`config.mk`:
```
export PLATFORM = sky130hd
export DESIGN_NAME = iexu_top
export DESIGN_NICKNAME = d
export VERILOG_FILES = /design/src/pkg/iexu_pkg.sv /design/src/pkg/iexu_bus_if.sv /design/src/hdl/iexu_bus_port.sv /design/src/hdl/iexu_decode.sv /design/src/hdl/iexu_top.sv
export SDC_FILE = /design/constraint.sdc
export NUM_CORES = 1
export LEC_CHECK = 0
export BUFFER_PORTS_ARGS = -buffer_cell sky130_fd_sc_hd__buf_4
export CAP_MARGIN = 20
export CELL_PAD_IN_SITES_DETAIL_PLACEMENT = 1
export CELL_PAD_IN_SITES_GLOBAL_PLACEMENT = 2
export CORE_ASPECT_RATIO = 0.5
export CORE_UTILIZATION = 31
export DETAILED_ROUTE_END_ITERATION = 8
export PLACE_DENSITY_LB_ADDON = 0.1
export SKIP_CTS_REPAIR_TIMING = 1
export SLEW_MARGIN = 10
export SYNTH_ARGS = -nofsm -noshare
export SYNTH_HDL_FRONTEND = slang
export SYNTH_SLANG_ARGS = --single-unit
export TNS_END_PERCENT = 1
```
`constraint.sdc`:
```
create_clock -name i_clk_sys -period 6.05 [get_ports i_clk_sys]
set_clock_uncertainty 0.15 [all_clocks]
set_input_delay 0.605 -clock i_clk_sys [delete_from_list [all_inputs] [get_ports i_clk_sys]]
set_output_delay 0.605 -clock i_clk_sys [all_outputs]
set_load 0.1 [all_outputs]
```
`src/pkg/iexu_pkg.sv`:
```
/*
  Constants, types and the instruction classes used by the exception unit.
  Assumes a 32-bit core with 16-bit opcodes and a 32-bit data bus.
*/
package iexu_pkg;

  localparam int unsigned IEXU_AW = 32;
  localparam int unsigned IEXU_VW = 8;
  localparam logic [31:0] IEXU_WORD_BYTES = 32'h0000_0004;
  localparam logic [1:0] IEXU_ALIGN_MASK = 2'h3;
  localparam logic [7:0] IEXU_VEC_ILL_GEN = 8'h04;
  localparam logic [7:0] IEXU_VEC_ILL_SLOT = 8'h06;
  localparam logic [7:0] IEXU_VEC_ADDR_ERR = 8'h09;

  typedef enum logic [3:0] {
    IEXU_CLS_NONE = 4'h0,
    IEXU_CLS_DELAYED = 4'h1,
    IEXU_CLS_PC_PLAIN = 4'h2,
    IEXU_CLS_TRAP = 4'h3,
    IEXU_CLS_IRQ_DIS = 4'h4,
    IEXU_CLS_UNDEF = 4'h5
  } iexu_cls_t;

  typedef enum logic [4:0] {
    IEXU_ST_IDLE = 5'b00001,
    IEXU_ST_PUSH_SR = 5'b00010,
    IEXU_ST_PUSH_PC = 5'b00100,
    IEXU_ST_VEC = 5'b01000,
    IEXU_ST_JUMP = 5'b10000
  } iexu_st_t;

  // Classifies a 16-bit opcode into the groups the sequencer cares about.
  function automatic iexu_cls_t iexu_classify(input logic [15:0] op);
    iexu_cls_t c;
    c = IEXU_CLS_NONE;
    unique casez (op)
      16'h4?2b, 16'h4?0b, 16'h0?23, 16'h0?03, 16'h000b, 16'h002b,
      16'ha???, 16'hb???, 16'h8f??, 16'h8d??: c = IEXU_CLS_DELAYED;
      16'h89??, 16'h8b??: c = IEXU_CLS_PC_PLAIN;
      16'hc3??: c = IEXU_CLS_TRAP;
      16'h4??e, 16'h4??7, 16'h0??2, 16'h4??3, 16'h4??a, 16'h4??6,
      16'h0??a, 16'h4??2: c = IEXU_CLS_IRQ_DIS;
      16'hfff?: c = IEXU_CLS_UNDEF;
      default: c = IEXU_CLS_NONE;
    endcase
    return c;
  endfunction

endpackage

```
`src/pkg/iexu_bus_if.sv`:
```
/*
  Memory bus carrier between the sequencer and its bus port module.
  Assumes one outstanding access at a time.
*/
interface iexu_bus_if;
  import iexu_pkg::*;
  logic req;
  logic wr;
  logic [31:0] addr;
  logic [31:0] wdata;
  logic done;
  logic [31:0] rdata;
  logic misalign;
  modport seq (output req, output wr, output addr, output wdata, input done, input rdata, input misalign);
  modport port (input req, input wr, input addr, input wdata, output done, output rdata, output misalign);
endinterface

```
`src/hdl/iexu_bus_port.sv`:
```
/*
  Bus port: drives one memory access per request and flags misaligned words.
  Assumes the memory answers each request with a one-cycle ack.
*/
module iexu_bus_port
  import iexu_pkg::*;
(
  input wire logic i_clk_sys,
  input wire logic i_rst_b,
  iexu_bus_if.port bus,
  output logic o_mem_req,
  output logic o_mem_wr,
  output logic [31:0] o_mem_addr,
  output logic [31:0] o_mem_wdata,
  input wire logic i_mem_ack,
  input wire logic [31:0] i_mem_rdata
);
  typedef struct packed {
    logic busy;
    logic [31:0] rdata;
  } iexu_bp_t;
  iexu_bp_t s_r, s_nxt;

  always_comb begin
    s_nxt = s_r;
    if (bus.req && !s_r.busy) begin
      s_nxt.busy = 1'b1;
    end
    if (s_r.busy && i_mem_ack) begin
      s_nxt.busy = 1'b0;
      s_nxt.rdata = i_mem_rdata;
    end
  end

  always_ff @(posedge i_clk_sys or negedge i_rst_b) begin
    if (!i_rst_b) begin
      s_r <= '0;
    end else begin
      s_r <= s_nxt;
    end
  end

  // A misaligned write is still issued at the unaligned address.
  assign o_mem_req = s_r.busy;
  assign o_mem_wr = bus.wr;
  assign o_mem_addr = bus.addr;
  assign o_mem_wdata = bus.wdata;
  assign bus.done = s_r.busy && i_mem_ack;
  assign bus.rdata = i_mem_rdata;
  assign bus.misalign = (bus.addr[1:0] & IEXU_ALIGN_MASK) != 2'h0;
endmodule

```
`src/hdl/iexu_decode.sv`:
```
/*
  Decode stage helper: classifies the decoded opcode and tracks slot state.
  Assumes i_dec_valid pulses once per decoded instruction.
*/
module iexu_decode
  import iexu_pkg::*;
(
  input wire logic i_clk_sys,
  input wire logic i_rst_b,
  input wire logic i_dec_valid,
  input wire logic [15:0] i_dec_op,
  input wire logic i_flush,
  output iexu_cls_t o_cls,
  output logic o_in_slot,
  output logic o_after_dis
);
  typedef struct packed {
    logic in_slot;
    logic after_dis;
  } iexu_dc_t;
  iexu_dc_t s_r, s_nxt;

  assign o_cls = iexu_classify(i_dec_op);

  always_comb begin
    s_nxt = s_r;
    if (i_flush) begin
      s_nxt = '0;
    end else if (i_dec_valid) begin
      s_nxt.in_slot = (o_cls == IEXU_CLS_DELAYED) && !s_r.in_slot;
      s_nxt.after_dis = (o_cls == IEXU_CLS_IRQ_DIS);
    end
  end

  always_ff @(posedge i_clk_sys or negedge i_rst_b) begin
    if (!i_rst_b) begin
      s_r <= '0;
    end else begin
      s_r <= s_nxt;
    end
  end

  assign o_in_slot = s_r.in_slot;
  assign o_after_dis = s_r.after_dis;
endmodule

```
`src/hdl/iexu_top.sv`:
```
/*
  Instruction exception sequencer: trap, illegal slot, general illegal,
  held address errors and interrupts, stacking and vector fetch.
  Assumes the pipeline holds decode while o_busy is high.
*/
module iexu_top
  import iexu_pkg::*;
(
  input wire logic i_clk_sys,
  input wire logic i_rst_b,
  input wire logic i_dec_valid,
  input wire logic [15:0] i_dec_op,
  input wire logic [31:0] i_dec_pc,
  input wire logic [31:0] i_branch_target,
  input wire logic [31:0] i_status_word,
  input wire logic [31:0] i_stack_pointer,
  input wire logic [31:0] i_vector_table_base,
  input wire logic i_addr_err,
  input wire logic i_irq_req,
  input wire logic [7:0] i_irq_vec,
  output logic o_mem_req,
  output logic o_mem_wr,
  output logic [31:0] o_mem_addr,
  output logic [31:0] o_mem_wdata,
  input wire logic i_mem_ack,
  input wire logic [31:0] i_mem_rdata,
  output logic o_busy,
  output logic o_irq_ack,
  output logic o_pc_load,
  output logic [31:0] o_program_counter,
  output logic [31:0] o_stack_pointer
);
  // ----------------------------------------------------------------
  // State
  // ----------------------------------------------------------------
  typedef struct packed {
    iexu_st_t st;
    logic [31:0] sp;
    logic [31:0] ret_pc;
    logic [31:0] sr;
    logic [7:0] vec;
    logic ae_pend;
    logic irq_pend;
    logic stack_fault;
    logic nested_ae;
    logic pc_load;
    logic irq_ack;
    logic [31:0] pc;
  } iexu_state_t;
  iexu_state_t s_r, s_nxt;

  iexu_bus_if bus ();
  iexu_cls_t cls;
  logic in_slot;
  logic after_dis;
  logic flush;

  iexu_decode u_dec (
    .i_clk_sys(i_clk_sys),
    .i_rst_b(i_rst_b),
    .i_dec_valid(i_dec_valid && s_r.st == IEXU_ST_IDLE),
    .i_dec_op(i_dec_op),
    .i_flush(flush),
    .o_cls(cls),
    .o_in_slot(in_slot),
    .o_after_dis(after_dis)
  );

  iexu_bus_port u_bus (
    .i_clk_sys(i_clk_sys),
    .i_rst_b(i_rst_b),
    .bus(bus),
    .o_mem_req(o_mem_req),
    .o_mem_wr(o_mem_wr),
    .o_mem_addr(o_mem_addr),
    .o_mem_wdata(o_mem_wdata),
    .i_mem_ack(i_mem_ack),
    .i_mem_rdata(i_mem_rdata)
  );

  // ----------------------------------------------------------------
  // Sequencer
  // ----------------------------------------------------------------
  function automatic logic [31:0] vec_addr(input logic [31:0] base, input logic [7:0] v);
    return base + {22'h0, v, 2'h0};
  endfunction

  logic dec_go;
  assign dec_go = i_dec_valid && (s_r.st == IEXU_ST_IDLE);
  assign flush = s_r.pc_load;

  always_comb begin
    s_nxt = s_r;
    s_nxt.pc_load = 1'b0;
    s_nxt.irq_ack = 1'b0;
    // Events that cannot be taken now are remembered.
    if (i_addr_err) begin
      s_nxt.ae_pend = 1'b1;
    end
    if (i_irq_req) begin
      s_nxt.irq_pend = 1'b1;
    end
    bus.req = 1'b0;
    bus.wr = 1'b0;
    bus.addr = s_r.sp;
    bus.wdata = s_r.sr;
    unique case (s_r.st)
      IEXU_ST_IDLE: begin
        if (dec_go) begin
          s_nxt.sr = i_status_word;
          s_nxt.sp = i_stack_pointer;
          if (in_slot && (cls == IEXU_CLS_UNDEF || cls == IEXU_CLS_DELAYED
                          || cls == IEXU_CLS_PC_PLAIN || cls == IEXU_CLS_TRAP)) begin
            s_nxt.st = IEXU_ST_PUSH_SR;
            s_nxt.ret_pc = i_branch_target;
            s_nxt.vec = IEXU_VEC_ILL_SLOT;
          end else if (in_slot) begin
            s_nxt.st = IEXU_ST_IDLE;
          end else if (s_r.ae_pend || i_addr_err) begin
            s_nxt.st = IEXU_ST_PUSH_SR;
            s_nxt.ae_pend = 1'b0;
            s_nxt.ret_pc = i_dec_pc;
            s_nxt.vec = IEXU_VEC_ADDR_ERR;
          end else if ((s_r.irq_pend || i_irq_req) && !after_dis) begin
            s_nxt.st = IEXU_ST_PUSH_SR;
            s_nxt.irq_pend = 1'b0;
            s_nxt.irq_ack = 1'b1;
            s_nxt.ret_pc = i_dec_pc;
            s_nxt.vec = i_irq_vec;
          end else if (cls == IEXU_CLS_UNDEF) begin
            s_nxt.st = IEXU_ST_PUSH_SR;
            s_nxt.ret_pc = i_dec_pc;
            s_nxt.vec = IEXU_VEC_ILL_GEN;
          end else if (cls == IEXU_CLS_TRAP) begin
            s_nxt.st = IEXU_ST_PUSH_SR;
            s_nxt.ret_pc = i_dec_pc + 32'h0000_0002;
            s_nxt.vec = i_dec_op[7:0];
          end
        end
      end
      IEXU_ST_PUSH_SR: begin
        bus.req = 1'b1;
        bus.wr = 1'b1;
        bus.addr = s_r.sp - IEXU_WORD_BYTES;
        bus.wdata = s_r.sr;
        if (bus.done) begin
          s_nxt.sp = s_r.sp - IEXU_WORD_BYTES;
          if (bus.misalign && !s_r.nested_ae) begin
            s_nxt.stack_fault = 1'b1;
          end
          s_nxt.st = IEXU_ST_PUSH_PC;
        end
      end
      IEXU_ST_PUSH_PC: begin
        bus.req = 1'b1;
        bus.wr = 1'b1;
        bus.addr = s_r.sp - IEXU_WORD_BYTES;
        bus.wdata = s_r.ret_pc;
        if (bus.done) begin
          s_nxt.sp = s_r.sp - IEXU_WORD_BYTES;
          if (bus.misalign && !s_r.nested_ae) begin
            s_nxt.stack_fault = 1'b1;
          end
          s_nxt.st = IEXU_ST_VEC;
        end
      end
      IEXU_ST_VEC: begin
        bus.req = 1'b1;
        bus.addr = vec_addr(i_vector_table_base, s_r.vec);
        if (bus.done) begin
          s_nxt.pc = bus.rdata;
          s_nxt.st = IEXU_ST_JUMP;
        end
      end
      IEXU_ST_JUMP: begin
        // The jump is undelayed: decode restarts at the handler unless a stack fault starts the nested address error entry.
        s_nxt.pc_load = 1'b1;
        s_nxt.st = IEXU_ST_IDLE;
        s_nxt.nested_ae = 1'b0;
        if (s_r.stack_fault) begin
          s_nxt.stack_fault = 1'b0;
          s_nxt.nested_ae = 1'b1;
          // The nested entry stacks the handler address just loaded; read data no longer stands here.
          s_nxt.ret_pc = s_r.pc;
          s_nxt.vec = IEXU_VEC_ADDR_ERR;
          s_nxt.st = IEXU_ST_PUSH_SR;
        end
      end
      default: s_nxt.st = IEXU_ST_IDLE;
    endcase
  end

  always_ff @(posedge i_clk_sys or negedge i_rst_b) begin
    if (!i_rst_b) begin
      s_r <= '{st: IEXU_ST_IDLE, default: '0};
    end else begin
      s_r <= s_nxt;
    end
  end

  assign o_busy = s_r.st != IEXU_ST_IDLE;
  assign o_irq_ack = s_r.irq_ack;
  assign o_pc_load = s_r.pc_load;
  assign o_program_counter = s_r.pc;
  assign o_stack_pointer = s_r.sp;
endmodule

```
# == Word level (Yosys, flattened, before mapping) ==
# Index checks and enable logic that the tools add are counted.
# totals
mem_bits_rw,0
mem_bits_ro,0
latchBits,0
ff_bits,182
inputBits,222
mem_count,0
# op_classes
magnitude_cmp,0
n_div,0
bitwise,0
mux,56
eq_ne,43
n_reduce_logical,33
n_shift,0
n_mul,0
add_sub_neg,3
# ops
operator,n
two-way mux 32 bit,8
case mux 32 bit (2 select lines),2
two-way mux 111 bit,1
case mux 32 bit (3 select lines),1
two-way mux 37 bit,2
equality test 8 x 7 -> 1 bit (second input constant),6
two-way mux 8 bit,6
equality test 8 bit (second input constant),5
two-way mux 5 bit,7
two-way mux 33 bit,1
adder 32 x 10 -> 32 bit,1
adder 32 x 2 -> 32 bit (second input constant),1
subtractor 32 x 3 -> 32 bit (second input constant),1
case mux 5 bit (5 select lines),1
equality test 12 x 11 -> 1 bit (second input constant),2
two-way mux 1 bit,18
equality test 16 x 4 -> 1 bit (second input constant),1
equality test 16 x 6 -> 1 bit (second input constant),1
case mux 8 bit (2 select lines),1
case mux 3 bit (5 select lines),1
equality test 12 bit (second input constant),1
equality test 12 x 2 -> 1 bit (second input constant),1
equality test 12 x 6 -> 1 bit (second input constant),1
two-way mux 10 bit,1
other kinds (33),64

# == Depth between registers and ports, before layout ==
# Gate-level depths: netlist (run 1).
# depth
word_depth,12
ltp_mapped,10

# == Cells and area by module ==
# A second synthesis (run 1) with hierarchy kept.
# unflattened
cells_unflattened,1284
area_unflattened_um2,10945.5
# by_module_without_submodules
module,n_inst,area_per_inst_um2,cells_each
iexu_top,1,9880.7,1146
iexu_bus_port,1,780.7,102
iexu_decode,1,284.0,36

# == Least setup slack after synthesis (run 1) ==
# Ideal clock, no wire load.
# synth_timing
kind,input-to-output
start,in i_vector_table_base[3]
end,out o_mem_addr[27]
stages,8
arrival_time_ns,4.384
t_required_ns,5.295
setup_slack_ns,0.911
path_buffers,0
path_cell_list,ha_1 -> a21o_1 -> a21o_1 -> a2111oi_0 -> o31ai_1 -> nand4_1 -> xor2_1 -> o21ai_0
# synth_via
elab_chain_cells,2
# synth_rtl
element,line_no,source
start: declaration,iexu_top.sv:17,"input wire logic [31:0] i_vector_table_base,"
adder 32 x 10 -> 32 bit,iexu_top.sv:85,"return base + {22'h0, v, 2'h0};"
case mux 32 bit (2 select lines),iexu_top.sv:107,unique case (s_r.st)
end: declaration,iexu_top.sv:23,"output logic [31:0] o_mem_addr,"
# No other way between the ends.

# == Worst setup path in the final report (run 1) ==
# layout_timing
start,reg s_r (netlist bit o_stack_pointer[10])
end,out o_mem_addr[25]
# layout_via
elab_chain_cells,2
# layout_rtl
element,line_no,source
start: declaration,iexu_top.sv:50,"iexu_state_t s_r, s_nxt;"
start signal: assignment,iexu_top.sv:197,s_r <= s_nxt;
subtractor 32 x 3 -> 32 bit,"iexu_top.sv:144, iexu_top.sv:157",
case mux 32 bit (2 select lines),iexu_top.sv:107,
# No other way between the ends.

==> results.md, run 1 <==
- Slew @ Worst Pin: 999 ps
- Number of core rows: 46
- Post-route DRC: 0
- Static Leakage: 6.10 nW
- Via-to-Cell Ratio: 5.33
- Gate power share: 64.4%
- CTS Sinks: 150
- Syn avg cell area: 8.45 sq um
- CTS tree: done
- Post-synth ARST share: 100%
- DR iter-0 viols: 504
- CTS root buf: clkbuf_16
- First-pass GRT wire length: 60.2 mm
- Required @ worst endpoint: 5290 ps
- Worst Path Max Fanout: 10
- Crit start category: register
- CTS max path bufs: 2
- CTS Buf Count: 17
- Internal cell power: 0.00312 W
- Hold Path Class: primary input to register
- Deepest level of the CTS H-tree: 4
- Post-synth EDFFs: 0
- WL/cell: 20.8 microns
- Peak supply drop: 282 uV
- Clk_lat worst skew: 460 ps
- Vias: 10158
- Top post-synthesis cells by count: 209 x nand2_1, 149 x dfrtp_1, 99 x a21oi_1
- Initial Util: 31.9%
- Max-cap violations: 0
- Fmax: 228 MHz
- RePlAce Congestion: 0.868
- Final setup viols: 0
- Final nets: 1692
- Final hold vios: 0
- P_sw: 0.00485 W
- Period minus WS final: 4380 ps
- Pre-CTS WS: 2120 ps
- DRT Wirelength: 39.7 mm
- Status: complete, no violations
- DRT Pass-1 Iters: 4
- Relative slew slack: 33.2%
- Most used DFF post-synth: dfrtp_1
- Fin Setup TNS: 0 ps
- Top cell type's share of synthesized area: 36.5%
- Detail Route Antenna Nets: 0
- GRT overflow: 0
- Power Dens Cells: 595 nW/um^2
- Cell accounting for the most synthesized area: dfrtp_1
- Number of I/O port buffers: 354
- Synth unique cells: 77
- Share of cells above drive strength 1: 34.1%
- Antenna violations before repair: 4
- Clock transition at the registers of the reported paths: 80 ps
- Die Span Y: 130 microns
- PnR worst setup slack: 1670 ps
- DIE AREA: 33700 sq um
- Area grow syn2layout: 31.2%
- Max Slew Vio Count: 0
- Hpwl dp: 28.9 mm
- Largest net degree at the start of global routing: 68
- Syn Nets: 1442
- Clock share of power: 13.9%
- DIE WIDTH: 259 microns
- Fin crit share: 72.4%
- Kind of critical path: register to primary output
- Unrepaired setup endpoints after global routing: false
- Ports: 355
- CP Data Arrival Time: 3630 ps
- Top-count cell post-synth: nand2_1
- Switching Fraction: 60.8%
- Sequential cell fraction of total power: 21.7%
- Synth area leaders: dfrtp_1 37%, nand2_1 7.7%, mux2_2 7.3%
- #FFs+latches synth: 150
- Register area share after synthesis: 36.8%
- Post-Syn Area: 10200 sq um
- Vias in the first global route: 10415
- Synth Instances: 1209
- Total core area: 32100 sq um
- Worst Setup End Kind: primary output
- GRT Util Overall: 23.2%
- Yosys warns: 0
## final timing paths
path / start / end / slack, ps / cells past startpoint
min in group asynchronous: i_rst_b / s_r[62] / 430 / 2
worst max register to register: s_r[143] / o_stack_pointer[14] / 2440 / 8
worst max-delay path: o_stack_pointer[10] / o_mem_addr[25] / 1670 / 8
max in group asynchronous: i_rst_b / o_stack_pointer[18] / 4050 / 3
worst min-delay path: i_status_word[12] / s_r[58] / 180 / 3
worst min register to register: o_pc_load / u_dec.o_in_slot / 320 / 1
## metrics by stage
stage / area (sq um) / util (%) / hold slack (ps) / cells / power (W)
after floorplan: 10200 / - / 159 / 1209 / 0.00580
after global placement: 12700 / 39.7 / 298 / 1869 / 0.00683
after detailed placement: 12700 / 39.7 / 299 / 1869 / 0.00689
after CTS: 13300 / 41.6 / -152 / 1901 / 0.00802
after global routing: 13400 / 41.8 / 168 / 1907 / 0.00837
final: 13400 / 41.8 / 183 / 1907 / 0.00797
## power groups by stage
stage               combinational [W]  clock [W]  sequential, W
floorplan                     0.00419          0        0.00160
global placement              0.00510          0        0.00172
detailed placement            0.00515          0        0.00174
CTS                           0.00516    0.00113        0.00172
global route                  0.00541    0.00118        0.00179
finish                        0.00514    0.00111        0.00173
## layout make-up
type | count | area (sq um)
Inverter | 12 | 45.0
Clock inverter | 15 | 180
Fill cell | 3811 | 18700
Timing Repair Buffer | 372 | 2820
Tap cell | 432 | 541
Antenna cell | 3 | 7.51
Clock buffer | 17 | 425
Multi-Input combinational cell | 906 | 5620
Sequential cell | 150 | 3750
## kinds of logic (layout without fill, tap and decap cells)
family | Yosys count | count (layout) | synth area share (%)
mux | 68 | 68 | 7.47
other cells | 0 | 3 | 0
simple gates | 468 | 468 | 22.4
fa+ha+maj | 11 | 11 | 1.42
flops | 150 | 150 | 36.8
compound gates | 307 | 307 | 18.9
buf+inv | 153 | 416 | 8.59
xor+xnor | 52 | 52 | 4.46
## cell usage in the layout, fill, tap and decap left out, types with 4 or more instances in the layout
cell | Yosys | layout
a211oi_1 | 4 | 4
a21o_1 | 4 | 4
a21oi_1 | 99 | 99
a221o_1 | 6 | 6
a22oi_1 | 28 | 27
a32oi_1 | 5 | 5
and3_1 | 6 | 6
and4_1 | 9 | 9
buf_4 | 66 | 368
clkbuf_16 | 0 | 17
clkinv_8 | 0 | 5
dfrtp_1 | 149 | 149
ha_1 | 10 | 10
inv_1 | 11 | 11
inv_8 | 0 | 5
mux2_2 | 66 | 66
nand2_1 | 209 | 206
nand3_1 | 32 | 32
nand4_1 | 15 | 15
nor2_1 | 80 | 78
nor2b_1 | 4 | 4
nor3_1 | 32 | 32
nor4_1 | 19 | 19
nor4b_1 | 7 | 7
o211ai_1 | 32 | 32
o21a_1 | 5 | 5
o21ai_0 | 73 | 73
o221ai_1 | 8 | 8
o22a_1 | 4 | 4
o31ai_1 | 13 | 13
or2_2 | 5 | 5
or3_1 | 7 | 7
or4_1 | 9 | 9
xnor2_1 | 33 | 33
xor2_1 | 19 | 19
## metal layers
metal / vias to the layer above / global-route usage (%) / routed length (microns)
met5: - / 0 / 13
met4: 2 / 5.85 / 442
met3: 30 / 4.91 / 1480
met2: 197 / 42.2 / 20700
met1: 5119 / 28.1 / 17100
li1: 4810 / - / -
## registers in the layout, summed over array words and instances, names as in the netlist
name               count
s_r                   81
u_dec.o_in_slot        1
o_stack_pointer       32
o_pc_load              1
u_dec.o_after_dis      1
o_irq_ack              1
u_bus.o_mem_req        1
o_program_counter     32
## critical path, cell delays in order, from the launching register on
cell	delay, ps
dfrtp_1	480
or4_1	730
nor4_4	510
nand2_1	300
nor4_2	400
xnor2_1	160
o21ai_1	80
a211o_1	260
buf_4	240
No activity file was read; power rests on OpenSTA's default activity.
==> run 2: changes to the inputs <==
--- a/config.mk
+++ b/config.mk
@@ -5,12 +5,13 @@
 export SDC_FILE = /design/constraint.sdc
 export NUM_CORES = 1
 export LEC_CHECK = 0
+export ABC_AREA = 1
 export BUFFER_PORTS_ARGS = -buffer_cell sky130_fd_sc_hd__buf_4
 export CAP_MARGIN = 20
 export CELL_PAD_IN_SITES_DETAIL_PLACEMENT = 1
 export CELL_PAD_IN_SITES_GLOBAL_PLACEMENT = 2
 export CORE_ASPECT_RATIO = 0.5
-export CORE_UTILIZATION = 31
+export CORE_UTILIZATION = 27
 export DETAILED_ROUTE_END_ITERATION = 8
 export PLACE_DENSITY_LB_ADDON = 0.1
 export SKIP_CTS_REPAIR_TIMING = 1
==> constraint.sdc (replaced) <==
create_clock -name i_clk_sys -period 4.2 [get_ports i_clk_sys]
set_clock_uncertainty 0.15 [all_clocks]
set_input_delay 0.42 -clock i_clk_sys [delete_from_list [all_inputs] [get_ports i_clk_sys]]
set_output_delay 0.42 -clock i_clk_sys [all_outputs]
set_load 0.1 [all_outputs]
==> run 2 against run 1 <==
  * Wire length rose by 16%
  * Largest cell class unchanged
  * Combinational power rose by 73%
  * First-iteration DRC count rose by 5.0%
  * Hold slack got worse by 170 ps
  * Final cell count rose by 34%
  * Non-clock buffer count rose by 3
  * Critical endpoint is now o_mem_addr[22]
==> results.md, run 2 <==
- Cell accounting for the most synthesized area: dfrtp_1
- Top reg by flops: s_r
- Deepest level of the CTS H-tree: 4 (unchanged)
- Synth Instances: 1735 (+44%)
- GRT overflow: 0 (unchanged)
- DIE AREA: 42000 sq um (+25%)
- Die Span Y: 145 microns (+12%)
- Post-route insts no fill: 2558 (+34%)
- Placed cells: 2524 (+35%)
- Kind of critical path: register to primary output
- DRT Wirelength: 46.0 mm (+16%)
- CTS Sinks: 150 (unchanged)
- GRT Util Overall: 22.3% (-0.93 points)
- Period minus WS final: 3690 ps
- Fmax: 271 MHz
- Fill cell count: 5238 (+37%)
- Max Slew Vio Count: 0 (unchanged)
- Yosys warns: 0 (unchanged)
- Antenna violations before repair: 2 (-2)
- #FFs+latches synth: 150 (unchanged)
- CTS Buf Count: 17 (unchanged)
- Top cell type's share of synthesized area: 33.6% (-3.0 points)
- Share of cells above drive strength 1: 22.4% (-12 points)
- Largest net degree at the start of global routing: 88 (+29%)
- Critical-path cell list: ha_1, fa_1, nand2_1, a21oi_1, nand3_1, a21oi_1, nand3_1, o21ai_0, inv_1, o21ai_0, nand3_1, buf_4
- Worst Setup End Kind: primary output
- Syn avg cell area: 6.40 sq um (-24%)
- Most used DFF post-synth: dfrtp_1
- Hpwl dp: 35.8 mm (+24%)
- Syn Nets: 1968 (+36%)
- CTS tree: done
- Synth unique cells: 52 (-32%)
- Peak supply drop: 513 uV (+82%)
- Via-to-Cell Ratio: 4.71 (-11%)
- Worst path slowest cell: a21oi_1
- Final hold vios: 0 (unchanged)
- WL/cell: 18.0 microns (-14%)
- Most frequent cells in the layout: 662 x nand2_1, 373 x buf_4, 197 x nor2_1
- First-pass GRT wire length: 72.7 mm (+21%)
- Ports: 355 (unchanged)
- Worst Path Max Fanout: 4 (-6)
- Clk_lat worst skew: 450 ps (about the same)
- Fin Setup TNS: 0 ps (unchanged)
- Post-Syn Area: 11100 sq um (+8.8%)
- Status: complete, no violations
- Most frequent CP cell: nand3_1
- Hold Path Class: primary input to register
- Detail Route Antenna Nets: 0 (unchanged)
- Power Dens Cells: 902 nW/um^2 (+52%)
- Relative slew slack: 37.8% (+4.6 points)
- CP Data Arrival Time: 3120 ps (-510 ps)
- Static Leakage: 7.53 nW (+23%)
- Final nets: 2237 (+32%)
- Synth area leaders: dfrtp_1 34%, nand2_1 22%, nor2_1 6.7%
- Number of core rows: 52 (+13%)
- Post-synth ARST share: 100% (unchanged)
- Fin crit share: 87.8%
- CTS root buf: clkbuf_16
- Unrepaired setup endpoints after global routing: false
- CTS max path bufs: 2 (unchanged)
- Total core area: 40500 sq um (+26%)
- Commonest non-fill, non-tap cell in the layout: nand2_1
- Initial Util: 27.5% (-4.4 points)
- Top-count cell post-synth: nand2_1
- RePlAce Congestion: 0.857 (-1.3%)
- Largest register FFs: 81 (unchanged)
- Crit-path max cell delay: 400 ps (-330 ps)
- Max-cap violations: 0 (unchanged)
- Top post-synthesis cells by count: 662 x nand2_1, 197 x nor2_1, 149 x dfrtp_1
- DRT Pass-1 Iters: 7 (+3)
- Register area share after synthesis: 33.8% (-3.0 points)
- Slew @ Worst Pin: 933 ps (-66.0 ps)
- Number of I/O port buffers: 354 (unchanged)
- Post-route DRC: 0 (unchanged)
- Crit start category: register
- Vias: 12059 (+19%)
- Area grow syn2layout: 30.0%
- Post-synth EDFFs: 0 (unchanged)
- DR iter-0 viols: 529 (+5.0%)
- Required @ worst endpoint: 3630 ps (-1660 ps)
- Clock transition at the registers of the reported paths: 70 ps (about the same)
- DIE WIDTH: 289 microns (+12%)
- Final setup viols: 0 (unchanged)
- Vias in the first global route: 12744 (+22%)
run 2: cell count changes after synthesis, moves of 31 or more:
cell / delta
a21oi_1: -43
inv_1: +116
mux2_2: -66
nand2_1: +453
nand3_1: +110
nand3b_1: +31
nor2_1: +117
xnor2_1: -31
run 2: final cells by class:
class | count | area [sq um] | share of cell area (%)
antenna | 1 | 2.50 | 0.0173
clock buffer | 20 | 467 | 3.23
clock inverter | 12 | 119 | 0.823
inverter | 137 | 519 | 3.59
multi-input combinational | 1323 | 6090 | 42.1
sequential | 150 | 3750 | 26.0
tap | 540 | 676 | 4.68
timing repair buffer | 375 | 2820 | 19.5
run 2: cells by family (layout without fill, tap and decap cells):
kind of cell,Yosys count,after routing,share of synthesized area [%]
AOI/OAI and AO/OA,178,178,9.28
xor gates and xnor gates,6,6,0.473
adders and majority gates,11,11,1.31
buffers and inverters,262,544,11.5
DFF,150,150,33.8
other,0,1,0
and+or+nand+nor,1128,1128,43.6
run 2: routing by layer:
| metal | track usage [%] | vias to the layer above | wire, microns | share of wire [%] |
|---|---|---|---|---|
| li1 | - | 6059 | - | - |
| met1 | 27.6 | 5753 | 20300 | 44 |
| met2 | 39.9 | 195 | 23100 | 50 |
| met3 | 3.17 | 52 | 1450 | 3.2 |
| met4 | 6.63 | 0 | 1190 | 2.6 |
| met5 | 0 | - | 0 | 0 |
run 2: power by group:
group	total (W)	internal, W	switching, W
logic	0.00887	0.00185	0.00702
registers	0.00255	0.00199	0.000556
clock network	0.00161	0.000873	0.000733
total	0.0130	0.00472	0.00831
run 2: path summary, 6_finish.rpt:
path / from / endpoint / slack [ps] / cells past startpoint
min in group asynchronous: i_rst_b / s_r[54] / 440 / 2
max reg2reg: s_r[142] / s_r[99] / 910 / 12
max: s_r[38] / o_mem_addr[22] / 510 / 12
max in group asynchronous: i_rst_b / s_r[142] / 2480 / 3
min reg2reg: s_r[63] / s_r[63] / 320 / 2
min: i_status_word[27] / s_r[73] / 20 / 3
run 2: critical path, delay by kind of cell, from the launching register on:
family,cells,cell delay (ps)
AND/OR/NAND/NOR,4,570
buffers and inverters,2,310
flip-flops,1,360
adder cells (fa/ha/maj),2,390
AO/OA/AOI/OAI,4,1040
run 2: through the flow:
| stage | util, % | power (W) | area (sq um) | worst slack (ps) | hold slack, ps |
|---|---|---|---|---|---|
| after detailed placement | 34.2 | 0.0115 | 13800 | 824 | 308 |
| final | 35.7 | 0.0130 | 14400 | 510 | 16.0 |
| after CTS | 35.7 | 0.0132 | 14400 | 498 | -71.9 |
| after global routing | 35.7 | 0.0137 | 14400 | 66.1 | 11.7 |
| after global placement | 34.2 | 0.0115 | 13800 | 897 | 303 |
| after floorplan | - | 0.00963 | 11100 | 73.5 | -25.6 |
